## src/design/kwu_pkg.sv

```systemverilog
// Package with register map, field positions and reset values of the key wakeup block
package kwu_pkg;

   // Register byte offsets on the APB
   localparam logic [11:0] KWU_CTRL_OFS    = 12'h000;  // Status and control
   localparam logic [11:0] KWU_PINEN_OFS   = 12'h004;  // Pin sense enables
   localparam logic [11:0] KWU_POL_OFS     = 12'h008;  // Polarity selects
   localparam logic [11:0] KWU_PWR_OFS     = 12'h00C;  // Power mode control
   localparam logic [11:0] KWU_IRQST_OFS   = 12'h010;  // Sticky event status
   localparam logic [11:0] KWU_IRQMSK_OFS  = 12'h014;  // Event mask
   localparam logic [11:0] KWU_PINST_OFS   = 12'h018;  // Synchronised pin levels

   // Control register fields
   localparam int KWU_MODE_BIT  = 0;   // Level sense mode
   localparam int KWU_IRQEN_BIT = 1;   // Irq request enable
   localparam int KWU_ACK_BIT   = 2;   // Flag acknowledge, reads zero
   localparam int KWU_FLAG_BIT  = 3;   // Detect flag, read only

   // Power mode field (two bits)
   localparam logic [1:0] KWU_PWR_RUN   = 2'h0;
   localparam logic [1:0] KWU_PWR_WAIT  = 2'h1;
   localparam logic [1:0] KWU_PWR_LIGHT = 2'h2;
   localparam logic [1:0] KWU_PWR_DEEP  = 2'h3;

   // Event status bits
   localparam int KWU_EV_DETECT = 0;   // Detect flag was set
   localparam int KWU_EV_WAKE   = 1;   // Wakeup was issued

   // Reset values
   localparam logic [7:0] KWU_PINEN_RST  = 8'h00;
   localparam logic [7:0] KWU_POL_RST    = 8'h00;
   localparam logic [1:0] KWU_EV_RST     = 2'h0;
   localparam logic       KWU_MODE_RST   = 1'h0;
   localparam logic       KWU_IRQEN_RST  = 1'h0;
   localparam logic       KWU_FLAG_RST   = 1'h0;

   // Geometry
   localparam int KWU_SLOTS    = 8;    // Slots in the architecture
   localparam int KWU_PINS_IMP = 7;    // Implemented pins

endpackage

```

## src/design/kwu_top.sv

```systemverilog
// Key wakeup interrupt block with APB registers, detection and wakeup
//
// Added by the designer: the register addresses and register access over APB.
`timescale 1ns/1ps
module kwu_top #(
   parameter int SLOTS = kwu_pkg::KWU_SLOTS,
   parameter int IMPL  = kwu_pkg::KWU_PINS_IMP
) (
   // APB slave
   input  wire logic        pclk,
   input  wire logic        presetn,
   input  wire logic        psel,
   input  wire logic        penable,
   input  wire logic        pwrite,
   input  wire logic [11:0] paddr,
   input  wire logic [31:0] pwdata,
   output logic      [31:0] prdata,
   output logic             pready,
   output logic             pslverr,
   // Key pins and pad control
   input  wire logic [SLOTS-1:0] key_input_pin,
   output logic      [SLOTS-1:0] pin_pull_down,
   // System side
   input  wire logic             debug_halt,
   output logic                  cpu_irq_req,
   output logic                  wakeup_req,
   output logic                  event_irq
);
   import kwu_pkg::*;

   // Configuration state
   logic [SLOTS-1:0] pin_sense_enable;
   logic [SLOTS-1:0] pin_polarity_select;
   logic             level_sense_mode;
   logic             irq_request_enable;
   logic             detect_flag;

   // Power and event state
   logic [1:0]       pwr_mode_reg;
   logic             deep_prev_reg;
   logic [1:0]       ev_status_reg;
   logic [1:0]       ev_mask_reg;

   // Pins and detection results
   logic [SLOTS-1:0] pin_sync;
   logic [SLOTS-1:0] live_enable;
   logic             edge_seen;
   logic             any_asserted;

   // Bus strobes
   logic             wr_acc;
   logic             rd_acc;
   logic             ack_wr;
   logic             wr_ctrl;
   logic             wr_pinen;
   logic             wr_pol;
   logic             wr_pwr;
   logic             wr_irqst;
   logic             wr_irqmsk;
   logic [31:0]      rd_word;

   // Derived controls
   logic             deep_stop;
   logic             deep_exit;
   logic             set_flag;
   logic             wake_next;
   logic [1:0]       ev_set;

   // Address compare helper
   function automatic logic hit(input logic [11:0] a, input logic [11:0] ofs);
      hit = (a[11:2] == ofs[11:2]);
   endfunction

   // APB access strobes; zero wait states
   assign wr_acc    = psel & penable & pwrite;
   assign rd_acc    = psel & ~penable & ~pwrite;
   assign ack_wr    = wr_ctrl & pwdata[KWU_ACK_BIT];

   // Per-register write strobes, access phase only
   assign wr_ctrl   = wr_acc & hit(paddr, KWU_CTRL_OFS);
   assign wr_pinen  = wr_acc & hit(paddr, KWU_PINEN_OFS);
   assign wr_pol    = wr_acc & hit(paddr, KWU_POL_OFS);
   assign wr_pwr    = wr_acc & hit(paddr, KWU_PWR_OFS);
   assign wr_irqst  = wr_acc & hit(paddr, KWU_IRQST_OFS);
   assign wr_irqmsk = wr_acc & hit(paddr, KWU_IRQMSK_OFS);

   assign deep_stop   = (pwr_mode_reg == KWU_PWR_DEEP);
   assign deep_exit   = deep_prev_reg & ~deep_stop;
   assign live_enable = pin_sense_enable & {SLOTS{~deep_stop}};

   // Pin synchroniser
   kwu_sync #(.WIDTH(SLOTS)) u_sync (
      .pclk     (pclk),
      .presetn  (presetn),
      .async_in (key_input_pin),
      .sync_out (pin_sync)
   );

   // Detection core; enables masked off in deep stop
   // seven live slots
   kwu_detect #(.SLOTS(SLOTS), .IMPL(IMPL)) u_det (
      .pclk                (pclk),
      .presetn             (presetn),
      .pin_level           (pin_sync),
      .pin_sense_enable    (live_enable),
      .pin_polarity_select (pin_polarity_select),
      .edge_seen           (edge_seen),
      .any_asserted        (any_asserted)
   );

   assign set_flag = edge_seen | (level_sense_mode & any_asserted);

   // Power mode register; a wakeup returns it to run
   always_ff @(posedge pclk or negedge presetn) begin
      if (!presetn) begin
         pwr_mode_reg <= KWU_PWR_RUN;
      end else if (wr_pwr) begin
         pwr_mode_reg <= pwdata[1:0];
      end else if (wakeup_req) begin
         pwr_mode_reg <= KWU_PWR_RUN;  // Wake returns to run
      end
   end

   // Deep-stop history for exit detection
   always_ff @(posedge pclk or negedge presetn) begin
      if (!presetn) begin
         deep_prev_reg <= 1'b0;
      end else begin
         deep_prev_reg <= deep_stop;
      end
   end

   // Pin sense enables
   // reset state after deep stop
   always_ff @(posedge pclk or negedge presetn) begin
      if (!presetn) begin
         pin_sense_enable <= KWU_PINEN_RST;
      end else if (deep_exit) begin
         pin_sense_enable <= KWU_PINEN_RST;
      end else if (wr_pinen) begin
         pin_sense_enable <= pwdata[SLOTS-1:0];
      end
   end

   // Polarity selects
   // polarity per slot
   always_ff @(posedge pclk or negedge presetn) begin
      if (!presetn) begin
         pin_polarity_select <= KWU_POL_RST;
      end else if (deep_exit) begin
         pin_polarity_select <= KWU_POL_RST;
      end else if (wr_pol) begin
         pin_polarity_select <= pwdata[SLOTS-1:0];
      end
   end

   // Edge or edge-plus-level mode
   // level mode select
   always_ff @(posedge pclk or negedge presetn) begin
      if (!presetn) begin
         level_sense_mode <= KWU_MODE_RST;
      end else if (deep_exit) begin
         level_sense_mode <= KWU_MODE_RST;
      end else if (wr_ctrl) begin
         level_sense_mode <= pwdata[KWU_MODE_BIT];
      end
   end

   // Irq request enable
   // reset after deep stop
   always_ff @(posedge pclk or negedge presetn) begin
      if (!presetn) begin
         irq_request_enable <= KWU_IRQEN_RST;
      end else if (deep_exit) begin
         irq_request_enable <= KWU_IRQEN_RST;
      end else if (wr_ctrl) begin
         irq_request_enable <= pwdata[KWU_IRQEN_BIT];
      end
   end

   // Detect flag: set wins over acknowledge
   // set and acknowledge
   always_ff @(posedge pclk or negedge presetn) begin
      if (!presetn) begin
         detect_flag <= KWU_FLAG_RST;
      end else if (deep_exit) begin
         detect_flag <= KWU_FLAG_RST;
      end else if (set_flag) begin
         detect_flag <= 1'b1;
      end else if (ack_wr) begin
         detect_flag <= 1'b0;
      end
   end

   assign wake_next = detect_flag & irq_request_enable &
                      ((pwr_mode_reg == KWU_PWR_WAIT) | (pwr_mode_reg == KWU_PWR_LIGHT));

   // Interrupt request toward the cpu
   // flag gated by enable
   always_ff @(posedge pclk or negedge presetn) begin
      if (!presetn) begin
         cpu_irq_req <= 1'b0;
      end else begin
         cpu_irq_req <= detect_flag & irq_request_enable & ~deep_exit;
      end
   end

   // One-cycle wakeup pulse
   // pulse per wake
   always_ff @(posedge pclk or negedge presetn) begin
      if (!presetn) begin
         wakeup_req <= 1'b0;
      end else begin
         wakeup_req <= wake_next & ~wakeup_req;
      end
   end

   // Pad pull direction
   // polarity selects pull-down
   always_ff @(posedge pclk or negedge presetn) begin
      if (!presetn) begin
         pin_pull_down <= '0;
      end else begin
         pin_pull_down <= pin_polarity_select;
      end
   end

   // Sticky event status, write one to clear, set wins
   // new flag event
   assign ev_set = {wakeup_req, set_flag & ~detect_flag & ~deep_exit};

   // Event status register
   // cleared on deep-stop exit
   always_ff @(posedge pclk or negedge presetn) begin
      if (!presetn) begin
         ev_status_reg <= KWU_EV_RST;
      end else if (deep_exit) begin
         ev_status_reg <= KWU_EV_RST;
      end else if (wr_irqst) begin
         ev_status_reg <= (ev_status_reg & ~pwdata[1:0]) | ev_set;
      end else begin
         ev_status_reg <= ev_status_reg | ev_set;
      end
   end

   // Event mask register
   always_ff @(posedge pclk or negedge presetn) begin
      if (!presetn) begin
         ev_mask_reg <= KWU_EV_RST;
      end else if (deep_exit) begin
         ev_mask_reg <= KWU_EV_RST;
      end else if (wr_irqmsk) begin
         ev_mask_reg <= pwdata[1:0];
      end
   end

   // Level interrupt from unmasked status
   always_ff @(posedge pclk or negedge presetn) begin
      if (!presetn) begin
         event_irq <= 1'b0;
      end else begin
         event_irq <= |(ev_status_reg & ev_mask_reg);
      end
   end

   // Read word selected by the address
   always_comb begin
      rd_word = '0;
      if (hit(paddr, KWU_CTRL_OFS)) begin
         rd_word[KWU_FLAG_BIT]  = detect_flag;
         rd_word[KWU_IRQEN_BIT] = irq_request_enable;
         rd_word[KWU_MODE_BIT]  = level_sense_mode;
      end else if (hit(paddr, KWU_PINEN_OFS)) begin
         rd_word[SLOTS-1:0] = pin_sense_enable;
      end else if (hit(paddr, KWU_POL_OFS)) begin
         rd_word[SLOTS-1:0] = pin_polarity_select;
      end else if (hit(paddr, KWU_PWR_OFS)) begin
         rd_word[1:0] = pwr_mode_reg;
      end else if (hit(paddr, KWU_IRQST_OFS)) begin
         rd_word[1:0] = ev_status_reg;
      end else if (hit(paddr, KWU_IRQMSK_OFS)) begin
         rd_word[1:0] = ev_mask_reg;
      end else if (hit(paddr, KWU_PINST_OFS)) begin
         rd_word[SLOTS-1:0] = pin_sync;
      end
   end

   // Read data captured in the setup cycle
   always_ff @(posedge pclk or negedge presetn) begin
      if (!presetn) begin
         prdata <= '0;
      end else if (rd_acc) begin
         prdata <= rd_word;
      end
   end

   // Ready for every access phase
   always_ff @(posedge pclk or negedge presetn) begin
      if (!presetn) begin
         pready <= 1'b0;
      end else begin
         pready <= psel & ~penable;
      end
   end

   // Error for unmapped addresses
   always_ff @(posedge pclk or negedge presetn) begin
      if (!presetn) begin
         pslverr <= 1'b0;
      end else begin
         pslverr <= psel & ~penable & (paddr > KWU_PINST_OFS);
      end
   end

endmodule

```

## src/design/kwu_sync.sv

```systemverilog
// Two-stage synchroniser for a vector of pin levels
`timescale 1ns/1ps
module kwu_sync #(
   parameter int WIDTH = 8
) (
   // Clock and reset
   input  wire logic             pclk,
   input  wire logic             presetn,
   // Data
   input  wire logic [WIDTH-1:0] async_in,
   output logic      [WIDTH-1:0] sync_out
);

   logic [WIDTH-1:0] meta_reg;

   // First stage feeds only the second
   always_ff @(posedge pclk or negedge presetn) begin
      if (!presetn) begin
         meta_reg <= '0;
         sync_out <= '0;
      end else begin
         meta_reg <= async_in;
         sync_out <= meta_reg;
      end
   end

endmodule

```

## src/design/kwu_detect.sv

```systemverilog
// Per-slot polarity, enable, edge and level detection
`timescale 1ns/1ps
module kwu_detect #(
   parameter int SLOTS = 8,
   parameter int IMPL  = 7
) (
   // Clock and reset
   input  wire logic             pclk,
   input  wire logic             presetn,
   // Synchronised pins and configuration
   input  wire logic [SLOTS-1:0] pin_level,
   input  wire logic [SLOTS-1:0] pin_sense_enable,
   input  wire logic [SLOTS-1:0] pin_polarity_select,
   // Results
   output logic                  edge_seen,
   output logic                  any_asserted
);

   logic [SLOTS-1:0] asserted;
   logic [SLOTS-1:0] prev_reg;
   logic             armed_reg;

   // Asserted level per slot; unimplemented slots forced off
   // per-pin enable gating
   genvar g;
   generate
      for (g = 0; g < SLOTS; g++) begin : g_slot
         if (g < IMPL) begin : g_imp
            assign asserted[g] = pin_sense_enable[g] &
                                 ~(pin_level[g] ^ pin_polarity_select[g]);
         end else begin : g_dead
            assign asserted[g] = 1'b0;
         end
      end
   endgenerate

   assign any_asserted = |asserted;

   // Previous asserted state per slot
   always_ff @(posedge pclk or negedge presetn) begin
      if (!presetn) begin
         prev_reg <= '0;
      end else begin
         prev_reg <= asserted;
      end
   end

   // Rearm once all enabled inputs are deasserted
   // rearm after release
   always_ff @(posedge pclk or negedge presetn) begin
      if (!presetn) begin
         armed_reg <= 1'b0;
      end else if (!any_asserted) begin
         armed_reg <= 1'b1;
      end else if (edge_seen) begin
         armed_reg <= 1'b0;
      end
   end

   assign edge_seen = armed_reg & |(asserted & ~prev_reg);

endmodule

```

## config.mk

```make
export PLATFORM = sky130hd
export DESIGN_NAME = kwu_top
export DESIGN_NICKNAME = d
export VERILOG_FILES = /design/src/design/kwu_pkg.sv /design/src/design/kwu_top.sv /design/src/design/kwu_sync.sv /design/src/design/kwu_detect.sv
export SDC_FILE = /design/constraint.sdc
export NUM_CORES = 1
export LEC_CHECK = 0
export BUFFER_PORTS_ARGS = -buffer_cell sky130_fd_sc_hd__buf_2
export CAP_MARGIN = 5
export CORE_MARGIN = 2
export CORE_UTILIZATION = 50
export CTS_CLUSTER_DIAMETER = 150
export CTS_CLUSTER_SIZE = 12
export DETAILED_ROUTE_END_ITERATION = 16
export PLACE_DENSITY = 0.79
export SLEW_MARGIN = 10
export SYNTH_ARGS = -nofsm -noshare
export SYNTH_HDL_FRONTEND = slang
export SYNTH_HIERARCHICAL = 1
export SYNTH_SLANG_ARGS = --single-unit
```

## constraint.sdc

```tcl
create_clock -name pclk -period 2.25 [get_ports pclk]
set_input_delay 0.225 -clock pclk [delete_from_list [all_inputs] [get_ports pclk]]
set_output_delay 0.225 -clock pclk [all_outputs]
set_load 0.02 [all_outputs]
```

==> summary.md <==
| Metric | Value |
|---|---|
| Post-route ant nets | 0 |
| Cell row count | 29 |
| Setup Fix Bufs, Post-CTS | 0 |
| ANT cells | 0 |
| Relative slew slack | 0.557 |
| Initial antenna violation count | 0 |
| H-tree levels | 3 |
| Worst path top cell family by delay | simple AND/OR/NAND/NOR gates |
| Setup TNS | 0 ns |
| Crit. End Element | flip-flop |
| Detailed Route WL | 6280 um |
| Placed cell areas | 3440 sq um |
| Slowest stage delay, CP | 0.38 ns |
| Global-route wire length before repair | 10300 um |
| Slowest stage cell, crit path | dfrtp_1 |
| Met1 GRT Util | 0.250 |
| GRT busiest layer | met2 |
| Core ar. | 6240 sq um |
| Worst Hold Margin | 0.0728 ns |
| Fin crit period | 1.96 ns |
| Critical Path Source Type | flip-flop |
| First-pass DRT Iterations | 5 |
| Num CTS Buffers | 9 |
| Crit Path Max Fanout | 9 |
| FMAX | 510 MHz |
| Largest net degree at the start of global routing | 43 |
| Via count | 2195 |
| Vias in the first global route | 2133 |
| Clock transition at the registers of the reported paths | 0.07 ns |
| Final hold vios | 0 |
| Fin crit share | 0.871 |
| Clock buffer depth | 2 |
| # fillers | 524 |
| Placed cell count | 401 |
| Setup violators final | 0 |
| Worst Path Arrival | 2.16 ns |
| Most frequent CP cell | a21oi_1 |
| Die area | 7010 sq um |
| Min-delay worst type | input port to flip-flop |
| Run status | finished, final reports clean |
| Clock sink total | 71 |
| CP Buf/Inv Count | 0 |
| Root buf cell | clkbuf_8 |
| DR DRC count | 0 |
| Power density over cell area | 664 nW/um^2 |
| Final Cell Area | 3720 sq um |
| Post-Syn Area | 3180 sq um |
| Avg WL per Cell | 14.8 um |
| Final Net Count | 403 |
| Post-CTS resize count | 0 |
| Peak VDD IR | 394 uV |
| RSZ-0062 raised after global routing | no |
| Worst skew pair latency | 0.34 ns |
| Worst-margin pin slew | 0.664 ns |
| Required @ worst endpoint | 2.45 ns |
| Synth Warn # | 6 |
| Crit-path cells | ha_1 > nor2b_1 > nand3b_1 > nand4_1 > o31a_1 > a21oi_1 > or2_2 > a21oi_1 |
| Die Span Y | 83.7 um |
| I/O pin cnt | 103 |
| Initial core utilization | 0.509 |
| Final non-filler cell total | 423 |
| GP Congestion | 0.868 |
| Die X-Extent | 83.7 um |
| Post-Synthesis Cells | 278 |
| Ratio of cells with drive above 1 in the final layout | 0.234 |
| Met2 Usage GRT | 0.284 |
| Kind of critical path | flip-flop to flip-flop |
| Congestion Overflow GR | 0 |
| Post-detail-place hpwl | 4440 um |
| Slew Limit Fails | 0 |
| Storage cell area | 1780 sq um |
| Layout Skew | 0.00399 ns |
| Area grow syn2layout | 17.0% |
| P_leak | 2.06 nW |
| Met3 usage | 0.0455 |
| GRT Util Overall | 0.192 |
| Number of max-cap violations | 0 |
| CTS tree | yes |
| First-iteration detailed-routing DRC count | 155 |
| IO buf count | 53 |
| Multi-input logic area | 1240 sq um |
| Mean post-synth cell area | 11.4 sq um |
| Vias per cell | 5.19 |
[placed cells by master, fill, tap and decap left out, types with 2 or more instances in the layout]
master         count
o41ai_1            2
dfrtp_1           71
o211a_1            2
nand4_1            6
and2_1             3
nand2_1           14
mux2i_1           31
o21ai_0            9
dlygate4sd3_1      9
nand3b_1           4
xnor2_1            7
nor2_1            31
nor2b_1           12
mux2_2             2
a22oi_1            3
nor3b_1            2
nor4_1             2
buf_2             53
nand2b_1           2
a21oi_1            9
conb_1            24
clkbuf_8          11
nand4_2            2
buf_4              4
inv_1              5
[worst paths after layout]
path                       depth (start not counted)          startpoint            endpoint  slack [ns]
setup / recovery                                   8     pwr_mode_reg[1]    ev_status_reg[0]        0.29
hold / removal                                     2             penable              pready        0.07
setup reg to reg                                   8     pwr_mode_reg[1]    ev_status_reg[0]        0.29
hold reg to reg                                    0  u_sync/meta_reg[3]  u_sync/sync_out[3]        0.35
max in group asynchronous                          3             presetn           prdata[0]        1.14
min in group asynchronous                          2             presetn  u_sync/meta_reg[4]        0.47
[power breakdown]
| part | total (mW) | switching [mW] | leakage [nW] | internal [mW] |
|---|---|---|---|---|
| clock network | 0.973 | 0.419 | 0.0944 | 0.555 |
| registers | 1.31 | 0.00927 | 0.937 | 1.30 |
| logic | 0.191 | 0.125 | 1.03 | 0.0653 |
| total | 2.47 | 0.553 | 2.06 | 1.92 |
[cell type report]
type / instances / share of cell area
sequential: 71 / 0.478
multi-input combinational: 190 / 0.333
timing repair buffer: 67 / 0.109
clock buffer: 12 / 0.0417
tap: 77 / 0.0259
clock inverter: 1 / 0.00807
inverter: 5 / 0.00505
[per-stage QoR]
step / total power, mW / util / worst slack (ns)
6_report: 2.47 / 0.596 / 0.290
3_5_place_dp: 1.51 / 0.552 / 0.312
5_1_grt: 2.57 / 0.596 / 0.0969
3_3_place_gp: 1.50 / 0.552 / 0.349
2_1_floorplan: 1.46 / - / 0.566
4_1_cts: 2.49 / 0.596 / 0.298
[layer usage]
| metal | vias up | part of all wire |
|---|---|---|
| li1 | 1039 | - |
| met1 | 1064 | 0.45 |
| met2 | 73 | 0.47 |
| met3 | 19 | 0.050 |
| met4 | 0 | 0.032 |
| met5 | - | 0 |
[what timing repair did]
item                                   CTS  global route
endpoints found under the hold margin   37             0
hold buffers                             9             0
setup endpoints to repair                0             0
Power figures use the tool's default switching activity.
